**config.mk**
```make
export PLATFORM = sky130hd
export DESIGN_NAME = sac_config_accum
export DESIGN_NICKNAME = d
export VERILOG_FILES = /design/src/rtl/sac_pkg.sv /design/src/rtl/sac_sar_divider.sv /design/src/rtl/sac_config_accum.sv
export VERILOG_INCLUDE_DIRS = /design/src /design/src/rtl
export SDC_FILE = /design/constraint.sdc
export NUM_CORES = 1
export LEC_CHECK = 0
export CELL_PAD_IN_SITES_DETAIL_PLACEMENT = 0
export CELL_PAD_IN_SITES_GLOBAL_PLACEMENT = 1
export CORE_UTILIZATION = 50
export DETAILED_ROUTE_END_ITERATION = 10
export DONT_BUFFER_PORTS = 1
export PLACE_DENSITY_LB_ADDON = 0.12
export SYNTH_ARGS = -nofsm -noshare
export SYNTH_HDL_FRONTEND = slang
export SYNTH_SLANG_ARGS = --single-unit
export TNS_END_PERCENT = 5
```
**constraint.sdc**
```tcl
create_clock -name mclk -period 3.3 [get_ports mclk]
set_input_delay 0.165 -clock mclk [delete_from_list [all_inputs] [get_ports mclk]]
set_output_delay 0.165 -clock mclk [all_outputs]
set_load 0.01 [all_outputs]
```
**src/rtl/sac_consts.svh**
```systemverilog
/*
  Register offsets, field positions, reset values and counts for the
  converter configuration and accumulator block.
  Assumes inclusion by bare name from files under rtl/.
*/
`ifndef SAC_CONSTS_SVH
`define SAC_CONSTS_SVH

// ----------------------------------------------------------------
// Register offsets on the special-function register port
// ----------------------------------------------------------------
`define SAC_OFF_CONV_CFG 8'hbc
`define SAC_OFF_ACC_CFG 8'hb3
`define SAC_OFF_PWR_CTRL 8'hdf
`define SAC_OFF_CONV_CTRL 8'he8
`define SAC_OFF_RESULT_LO 8'hbd
`define SAC_OFF_RESULT_HI 8'hbe

// ----------------------------------------------------------------
// Reset values
// ----------------------------------------------------------------
`define SAC_RST_CONV_CFG 8'hf8
`define SAC_RST_ACC_CFG 8'h00
`define SAC_RST_PWR_CTRL 8'h0f
`define SAC_RST_CONV_CTRL 8'h00

// ----------------------------------------------------------------
// Field positions
// ----------------------------------------------------------------
`define SAC_CFG_DIV_HI 7
`define SAC_CFG_DIV_LO 3
`define SAC_CFG_EIGHT 2
`define SAC_CFG_TRACK 1
`define SAC_CFG_GAIN 0
`define SAC_ACC_TWELVE 7
`define SAC_ACC_ACCUM 6
`define SAC_ACC_SJ_HI 5
`define SAC_ACC_SJ_LO 3
`define SAC_ACC_RPT_HI 2
`define SAC_ACC_RPT_LO 0
`define SAC_PWR_DLY_HI 3
`define SAC_PWR_DLY_LO 0
`define SAC_CTRL_ENABLE 7
`define SAC_CTRL_BURST 6
`define SAC_CTRL_DONE 5
`define SAC_CTRL_START 4

// ----------------------------------------------------------------
// Counts
// ----------------------------------------------------------------
`define SAC_TRACK_SAR_CYCLES 3'h4
`define SAC_HFO_PER_PWR_COUNT 7'h08
`define SAC_SUBCONV_PER_12BIT 2'h3
`define SAC_SJ_LEFT 3'h4

`endif

```
**src/rtl/sac_pkg.sv**
```systemverilog
/*
  Types shared by the converter configuration and accumulator block.
  Assumes nothing beyond a SystemVerilog compiler.
*/
package sac_pkg;
  typedef logic [7:0] sac_byte_t;
  typedef logic [15:0] sac_word_t;
  typedef logic [11:0] sac_sample_t;
  // Gray codes along idle, power-up, track, convert, finish
  typedef enum logic [2:0]
  {
    SAC_IDLE = 3'h0,
    SAC_PWRUP = 3'h1,
    SAC_TRACK = 3'h3,
    SAC_CONV = 3'h2,
    SAC_FINISH = 3'h6
  } sac_state_e;
endpackage

```
**src/rtl/sac_sar_divider.sv**
```systemverilog
/*
  Successive-approximation clock divider: one tick out every divide+1
  ticks of the selected converter input clock.
  Assumes both input ticks are one-cycle strobes on mclk.
*/
`timescale 1ns/100ps
`default_nettype none
module sac_sar_divider
(
  input wire logic mclk,
  input wire logic resetn,
  input wire logic coreClkTick,
  input wire logic hfOscTick,
  input wire logic burstOn,
  input wire logic [4:0] divide,
  output logic sarTick
);
  import sac_pkg::*;
  logic [4:0] cnt;
  logic selTick;

  assign selTick = burstOn ? hfOscTick : coreClkTick;

  always_ff @(posedge mclk or negedge resetn)
  begin
    if (!resetn)
    begin
      cnt <= 5'h00;
      sarTick <= 1'b0;
    end
    else
    begin
      sarTick <= selTick && (cnt >= divide);
      if (selTick)
        cnt <= (cnt >= divide) ? 5'h00 : cnt + 5'h01;
    end
  end
endmodule // sac_sar_divider
`default_nettype wire

```
**src/rtl/sac_config_accum.sv**
```systemverilog
/*
  Converter configuration, sequencing and result accumulation with
  shift/justify formatting, reached over the special-function register port.
  Assumes the converter core, start event and clock ticks are on mclk.
*/
`timescale 1ns/100ps
`default_nettype none
`include "sac_consts.svh"
// How it works
// - SAR clock is input clock divided by divider field plus one.
// - Input clock is core clock with burst off, oscillator with burst on.
// - Eight-bit select set gives 8-bit conversions, else 10 or 12.
// - Track delay clear: conversion starts right after the start event, or after the power-up wait with burst on.
// - Track delay set: track four SAR clocks, then convert.
// - Gain select clear gives half gain, set gives unity.
// - Twelve-bit select gives 12-bit results at quarter throughput.
// - Burst off, accumulate clear: result pair holds latest conversion.
// - Burst off, accumulate set: each conversion adds into result pair.
// - Shift/justify codes 0-3 shift right, code 4 left justifies.
// - Burst repeat codes give 1,4,8,16,32,64 accumulated conversions.
// - In 12-bit mode repeat codes give a quarter as many.
// - Burst select enables burst operation.
// - Done flag set per conversion or per burst; software clears.
// - Burst power-up waits eight oscillator ticks per count.
module sac_config_accum
(
  input wire logic mclk,
  input wire logic resetn,
  input wire logic [7:0] sfrAddr,
  input wire sac_pkg::sac_byte_t sfrWrData,
  input wire logic sfrWrite,
  input wire logic sfrRead,
  output sac_pkg::sac_byte_t sfrRdData,
  input wire logic coreClkTick,
  input wire logic hfOscTick,
  input wire logic startEvent,
  input wire logic coreDone,
  input wire sac_pkg::sac_sample_t coreData,
  output logic sarTick,
  output logic convStart,
  output logic eightBitMode,
  output logic twelveBitMode,
  output logic gainUnity,
  output logic converterOn,
  output logic doneFlag
);
  import sac_pkg::*;

  // ----------------------------------------------------------------
  // Register file
  // ----------------------------------------------------------------
  sac_byte_t convCfg;
  sac_byte_t accCfg;
  sac_byte_t pwrCtrl;
  logic burstOn;
  logic swStart;
  logic wrCfg;
  logic wrAcc;
  logic wrPwr;
  logic wrCtrl;
  logic wrResult;
  logic [2:0] sjCode;
  logic [2:0] rptCode;
  logic trackDelay;
  logic accumSel;

  assign wrCfg = sfrWrite && (sfrAddr == `SAC_OFF_CONV_CFG);
  assign wrAcc = sfrWrite && (sfrAddr == `SAC_OFF_ACC_CFG);
  assign wrPwr = sfrWrite && (sfrAddr == `SAC_OFF_PWR_CTRL);
  assign wrCtrl = sfrWrite && (sfrAddr == `SAC_OFF_CONV_CTRL);
  assign wrResult = sfrWrite && (sfrAddr == `SAC_OFF_RESULT_HI ||
                                 sfrAddr == `SAC_OFF_RESULT_LO);
  assign sjCode = accCfg[`SAC_ACC_SJ_HI:`SAC_ACC_SJ_LO];
  assign rptCode = accCfg[`SAC_ACC_RPT_HI:`SAC_ACC_RPT_LO];
  assign trackDelay = convCfg[`SAC_CFG_TRACK];
  assign accumSel = accCfg[`SAC_ACC_ACCUM];

  // mode and gain bits drive the core
  assign eightBitMode = convCfg[`SAC_CFG_EIGHT];
  assign gainUnity = convCfg[`SAC_CFG_GAIN];
  assign twelveBitMode = accCfg[`SAC_ACC_TWELVE];

  always_ff @(posedge mclk or negedge resetn)
  begin
    if (!resetn)
    begin
      convCfg <= `SAC_RST_CONV_CFG;
      accCfg <= `SAC_RST_ACC_CFG;
      pwrCtrl <= `SAC_RST_PWR_CTRL;
    end
    else
    begin
      if (wrCfg)
        convCfg <= sfrWrData;
      if (wrAcc)
        accCfg <= sfrWrData;
      if (wrPwr)
        pwrCtrl <= sfrWrData;
    end
  end

  always_ff @(posedge mclk or negedge resetn)
  begin
    if (!resetn)
    begin
      converterOn <= 1'b0;
      burstOn <= 1'b0;
    end
    else if (wrCtrl)
    begin
      converterOn <= sfrWrData[`SAC_CTRL_ENABLE];
      burstOn <= sfrWrData[`SAC_CTRL_BURST];
    end
  end

  assign swStart = wrCtrl && sfrWrData[`SAC_CTRL_START];

  // ----------------------------------------------------------------
  // SAR clock
  // ----------------------------------------------------------------
  // divider instance
  sac_sar_divider u_div
  (
    .mclk(mclk),
    .resetn(resetn),
    .coreClkTick(coreClkTick),
    .hfOscTick(hfOscTick),
    .burstOn(burstOn),
    .divide(convCfg[`SAC_CFG_DIV_HI:`SAC_CFG_DIV_LO]),
    .sarTick(sarTick)
  );

  // ----------------------------------------------------------------
  // Sequencer
  // ----------------------------------------------------------------
  sac_state_e state;
  sac_state_e next_state;
  logic socTake;
  logic [6:0] pwrCnt;
  logic [6:0] pwrTarget;
  logic [2:0] trackCnt;
  logic [1:0] subCnt;
  logic [6:0] convCnt;
  logic [6:0] convTarget;
  logic resultTake;
  logic burstRun;

  // Start while busy is dropped; a new burst only begins from idle
  assign socTake = (state == SAC_IDLE) && converterOn && (startEvent || swStart);
  assign pwrTarget = pwrCtrl[`SAC_PWR_DLY_HI:`SAC_PWR_DLY_LO] * `SAC_HFO_PER_PWR_COUNT;
  assign resultTake = (state == SAC_CONV) && coreDone &&
                      (!twelveBitMode || subCnt == `SAC_SUBCONV_PER_12BIT);

  always_comb
  begin
    convTarget = 7'h01;
    if (burstRun && !twelveBitMode && rptCode != 3'h0)
      convTarget = 7'h01 << ((rptCode > 3'h5 ? 3'h5 : rptCode) + 3'h1);
    else if (burstRun && twelveBitMode && rptCode > 3'h1)
      convTarget = 7'h01 << ((rptCode > 3'h5 ? 3'h5 : rptCode) - 3'h1);
  end

  always_comb
  begin
    next_state = state;
    unique case (state)
      SAC_IDLE:
        if (socTake)
        begin
          if (burstOn)
            next_state = SAC_PWRUP;
          else if (trackDelay)
            next_state = SAC_TRACK;
          else
            next_state = SAC_CONV;
        end
      SAC_PWRUP:
        if (pwrCnt >= pwrTarget)
          next_state = trackDelay ? SAC_TRACK : SAC_CONV;
      SAC_TRACK:
        if (sarTick && trackCnt == `SAC_TRACK_SAR_CYCLES - 3'h1)
          next_state = SAC_CONV;
      SAC_CONV:
        if (resultTake)
        begin
          if (convCnt + 7'h01 >= convTarget)
            next_state = SAC_FINISH;
          else
            next_state = trackDelay ? SAC_TRACK : SAC_CONV;
        end
      SAC_FINISH:
        next_state = SAC_IDLE;
      default:
        next_state = SAC_IDLE;
    endcase
  end

  always_ff @(posedge mclk or negedge resetn)
  begin
    if (!resetn)
      state <= SAC_IDLE;
    else
      state <= next_state;
  end

  always_ff @(posedge mclk or negedge resetn)
  begin
    if (!resetn)
      burstRun <= 1'b0;
    else if (socTake)
      burstRun <= burstOn;
  end

  always_ff @(posedge mclk or negedge resetn)
  begin
    if (!resetn)
    begin
      pwrCnt <= 7'h00;
      trackCnt <= 3'h0;
    end
    else
    begin
      pwrCnt <= (state == SAC_PWRUP && hfOscTick) ? pwrCnt + 7'h01 :
                (state == SAC_PWRUP) ? pwrCnt : 7'h00;
      trackCnt <= (state == SAC_TRACK && sarTick) ? trackCnt + 3'h1 :
                  (state == SAC_TRACK) ? trackCnt : 3'h0;
    end
  end

  // immediate start, or start on leaving track/power-up
  // four core passes per 12-bit result
  always_ff @(posedge mclk or negedge resetn)
  begin
    if (!resetn)
    begin
      convStart <= 1'b0;
      subCnt <= 2'h0;
    end
    else
    begin
      convStart <= (next_state == SAC_CONV) &&
                   (state != SAC_CONV || coreDone);
      if (state == SAC_CONV && coreDone)
        subCnt <= resultTake ? 2'h0 : subCnt + 2'h1;
      else if (state == SAC_IDLE)
        subCnt <= 2'h0;
    end
  end

  always_ff @(posedge mclk or negedge resetn)
  begin
    if (!resetn)
      convCnt <= 7'h00;
    else if (state == SAC_IDLE)
      convCnt <= 7'h00;
    else if (resultTake)
      convCnt <= convCnt + 7'h01;
  end

  // ----------------------------------------------------------------
  // Accumulator and done flag
  // ----------------------------------------------------------------
  sac_word_t acc;
  sac_word_t sample;

  // 8-bit results use only the low byte of core data
  assign sample = eightBitMode ? {8'h00, coreData[7:0]} : {4'h0, coreData};

  // sixteen-bit sum never wraps for legal bursts
  // replace when burst off and accumulate clear
  // add when burst off and accumulate set
  always_ff @(posedge mclk or negedge resetn)
  begin
    if (!resetn)
      acc <= 16'h0000;
    else if (socTake && burstOn)
      acc <= 16'h0000;
    else if (resultTake)
      acc <= (burstRun || accumSel) ? acc + sample : sample;
    else if (wrResult)
      acc <= 16'h0000;
  end

  always_ff @(posedge mclk or negedge resetn)
  begin
    if (!resetn)
      doneFlag <= 1'b0;
    else if (state == SAC_FINISH)
      doneFlag <= 1'b1;
    else if (wrCtrl && !sfrWrData[`SAC_CTRL_DONE])
      doneFlag <= 1'b0;
  end

  // ----------------------------------------------------------------
  // Read port and result formatting
  // ----------------------------------------------------------------
  sac_word_t fmt;

  // right shift by code, or left justify by resolution
  always_comb
  begin
    fmt = acc;
    if (sjCode < `SAC_SJ_LEFT)
      fmt = acc >> sjCode;
    else if (sjCode == `SAC_SJ_LEFT)
      fmt = eightBitMode ? acc << 8 : twelveBitMode ? acc << 4 : acc << 6;
  end

  always_ff @(posedge mclk or negedge resetn)
  begin
    if (!resetn)
      sfrRdData <= 8'h00;
    else if (sfrRead)
    begin
      unique case (sfrAddr)
        `SAC_OFF_CONV_CFG: sfrRdData <= convCfg;
        `SAC_OFF_ACC_CFG: sfrRdData <= accCfg;
        `SAC_OFF_PWR_CTRL: sfrRdData <= pwrCtrl;
        `SAC_OFF_CONV_CTRL: sfrRdData <= {converterOn, burstOn, doneFlag,
                                         state != SAC_IDLE, 4'h0};
        `SAC_OFF_RESULT_LO: sfrRdData <= fmt[7:0];
        `SAC_OFF_RESULT_HI: sfrRdData <= fmt[15:8];
        default: sfrRdData <= 8'h00;
      endcase
    end
  end
endmodule // sac_config_accum
`default_nettype wire

```
==> reports/metrics.csv <==
stage;metric;value;unit
worst_hold_path;hold path startpoint;coreData[1];
yosys;Yosys reg bits;81;
setup_path;critical path arrival;3.03;ns
yosys;post-synth cell types;82;
clocking;hold_buf cts;14;
worst_hold_path;HP Class;input pin to flop;
routing;drt first pass iters;5;
power;Power Density;577;mW/mm^2
floorplanning;Ports;51;
cells_and_area;Finished Layout Cells;802;
timing;Final setup viols;0;
setup_path;Worst path top cell family by delay;simple AND/OR/NAND/NOR gates;
timing;Max Clk Rate;360;MHz
timing;min Tclk post-route;2.78;ns
cells_and_area;Layout area overhead;9.96;%
setup_path;crit start category;flop;
cells_and_area;Ant. Diodes;0;
routing;DRC Markers;0;
timing;Post-Route Skew;0.00777;ns
setup_path;Crit Path Max Fanout;8;
routing;WL met2;7.29;mm
yosys;YS warnings;0;
grt;GRT overflow;0;
power;Sw Ratio;35.6;%
cells_and_area;Final nets;726;
setup_path;r2r startpoint;burstRun;
outcome;status;completed;
setup_path;worst reg2reg endpoint;convStart;
floorplanning;Die H;110;um
yosys;asr flop ratio synth;100;%
floorplanning;die width;110;um
timing;Tightest Pin Transition;0.889;ns
yosys;mux contribution to synthesized area;10.5;%
power;internal power;2.38;mW
timing;Fin Setup TNS;0;ns
power;clock power share;31.5;%
yosys;post-synthesis sequential area ratio;34.9;%
yosys;Synth Area in Adders;7.84;%
yosys;Synth Area in Compound Gates;19.1;%
grt;global-route usage over all layers;26.3;%
clocking;Clock Sink Count;81;
routing;ANT nets after route;0;
setup_path;Data required, critical path;3.56;ns
power;Reg power frac;36.2;%
setup_path;Worst Path Buf+Inv;0;
clocking;clk_lat worst skew;0.35;ns
yosys;EDFF count, synth;0;
clocking;buffer depth of the longest clock path;2;
yosys;Gate Count Post-Synth;652;
yosys;post-synthesis xor/xnor area fraction;3.15;%
placed_design;HPWL after DPL;11.1;mm
timing;Fin. Hold Viols;0;
setup_path;Reg2Reg Depth;9;
clocking;H-tree lvl count;3;
routing;Via Count;4949;
clocking;CTS tree;built;
routing;met3 wire length;720;um
timing;crit share post-route;84.2;%
clocking;Reg clk slew, reported paths;0.06;ns
power;Net Sw Power;1.32;mW
timing;fin worst setup slack;0.521;ns
setup_path;WS Path Type;flop to flop;
floorplanning;row cnt;39;
grt;first-pass GRT wire length;24.1;mm
cells_and_area;fin util;56.3;%
grt;largest net degree at the start of global routing;82;
worst_hold_path;Hold Path Stages;2;
power;VDD IR max;342;uV
yosys;Primary FF master, synth;dfrtp_1;
floorplanning;starting density of the core;51.2;%
timing;Slew headroom;40.3;%
cells_and_area;finished layout cell area;0.00642;sq mm
power;Pwr Total;3.70;mW
placed_design;area post-placement;0.00593;sq mm
yosys;syn_area_per_cell;8.96;sq um
placed_design;port bufs;0;
routing;Vias/cell;6.17;
routing;Top Layer Used;met4;
floorplanning;Die ar.;0.0121;sq mm
clocking;CTS root buffer;clkbuf_16;
worst_hold_path;Min-Delay Endpoint;acc[1];
routing;routed length on met1;7.16;mm
grt;antenna violations before repair;0;
setup_path;worst-path cell with the longest stage delay;or4_4;
placed_design;gpl congestion;0.861;
routing;initial DRC count;381;
setup_path;CP peak stage delay;0.52;ns
routing;Routed WL;15.4;mm
clocking;TritonCTS buffer count;9;
placed_design;pre-CTS setup slack;0.553;ns
yosys;syn nets;724;
yosys;post-synthesis simple-gate area fraction;20.1;%
timing;Fin Hold WS;0.0126;ns
setup_path;Worst Setup End Kind;flop;
setup_path;flop-to-flop setup slack;0.52;ns
power;static leakage;2.69;nW
yosys;Post-Syn Area;0.00584;sq mm
timing;Pins Over Slew Limit;0;
timing;RSZ-0062 raised after global routing;no;
cells_and_area;share of cells above drive strength 1;11.8;%
clocking;Post-CTS Setup Bufs;0;
placed_design;Inst Count DP;772;
floorplanning;Core ar.;0.0114;sq mm
clocking;post-cts sizing count;0;
yosys;main combinational cell family by area after synthesis;simple AND/OR/NAND/NOR gates;
job;Max Cap Violations;0;
setup_path;CP Cell Sequence;nor2b_1 -> or3b_2 -> ha_1 -> a21o_1 -> a21oi_1 -> o21ai_1 -> nor4_1 -> or4_4 -> nor4b_2;
routing;wire per inst;19.2;um
power;combinational share of power;32.3;%
grt;vias in the first global route;4625;
[flip-flops by register name (all words and copies together), names as in the netlist]
signal / cells
convCfg: 8
convCnt: 7
subCnt: 2
sfrRdData: 8
u_div.sarTick: 1
trackCnt: 3
doneFlag: 1
burstRun: 1
pwrCnt: 7
state: 3
burstOn: 1
convStart: 1
acc: 16
accCfg: 8
u_div.cnt: 5
converterOn: 1
pwrCtrl: 8
[how the worst max path moves through the flow]
| stage | end | startpoint | cells past startpoint |
|---|---|---|---|
| after floorplan | convStart | burstRun | 10 |
| after global placement | convStart | burstRun | 9 |
| after detailed placement | convStart | burstRun | 9 |
| after CTS | convStart | burstRun | 9 |
| after global routing | convStart | burstRun | 9 |
| final | convStart | burstRun | 9 |
[worst register-to-register path, delay by kind of cell (launching register included)]
kind / cells / cell delay [ns]
simple gates: 5 / 1.62
fa+ha+maj: 1 / 0.28
compound gates: 3 / 0.33
flops: 1 / 0.46
[area by class of cell]
type                       instances  area [sq um]
clock buffer                      11           233
clock inverter                     5           104
sequential                        81          2040
fill                            1029          4990
inverter                          26           100
timing repair buffer              23           225
tap                              143           179
multi-input combinational        513          3550
[Yosys cell counts (all sizes together), types with 5 or more instances]
library cell,n,area share [%]
a211oi,7,0.90
a21o,6,0.77
a21oi,41,3.5
a31oi,8,0.86
and3,6,0.64
buf,10,1.3
clkbuf,22,1.4
dfrtp,72,31
dfstp,9,4.0
ha,35,7.5
inv,25,1.6
mux2,31,6.0
mux2i,24,4.1
nand2,89,5.8
nand2b,6,0.64
nand3,15,1.3
nand4,6,0.64
nor2,47,3.1
nor2b,16,1.7
nor3,6,0.60
o21a,7,0.92
o21ai,54,4.7
o31ai,5,0.64
or3,7,0.75
xnor2,12,1.8
xor2,9,1.3
[placed cells by master, fill, tap and decap left out, types with 4 or more instances in the layout]
master	synthesis	final
a211o_1	4	4
a211oi_1	7	7
a21o_1	6	6
a21oi_1	41	41
a222oi_1	4	4
a22o_1	4	4
a31oi_1	8	8
a32oi_1	4	4
and3_1	6	6
buf_4	1	9
clkbuf_16	0	9
dfrtp_1	72	72
dfstp_2	9	9
dlygate4sd3_1	0	13
ha_1	35	35
inv_1	23	23
mux2_2	29	29
mux2i_1	24	24
nand2_1	88	88
nand2b_1	6	6
nand3_1	15	15
nand3b_1	4	4
nand4_1	6	6
nand4b_1	4	4
nor2_1	46	46
nor2b_1	16	16
nor3_1	5	5
o21a_1	6	6
o21ai_0	39	38
o21ai_1	14	15
o2bb2ai_1	4	4
o31ai_1	5	5
or3_1	7	7
xnor2_1	12	12
xor2_1	9	9
[kinds of logic after synthesis]
group	count (synthesis)
AO/OA/AOI/OAI	173
AND/OR/NAND/NOR	227
buffers and inverters	58
XOR/XNOR	21
flip-flops	81
adder cells (fa/ha/maj)	36
multiplexers	56
[routing by layer]
metal / global-route usage [%] / vias up
met3: 4.53 / 17
met2: 41.7 / 130
met4: 9.02 / 0
met5: 0 / -
met1: 36.3 / 2424
li1: - / 2378
[power groups by stage]
stage	logic [mW]	clock network [mW]	registers [mW]
global placement	1.13	0	1.35
CTS	1.20	1.19	1.34
floorplan	0.951	0	1.26
detailed placement	1.15	0	1.35
global route	1.34	1.23	1.36
finish	1.20	1.17	1.34
(Power assumes the default switching activity.)
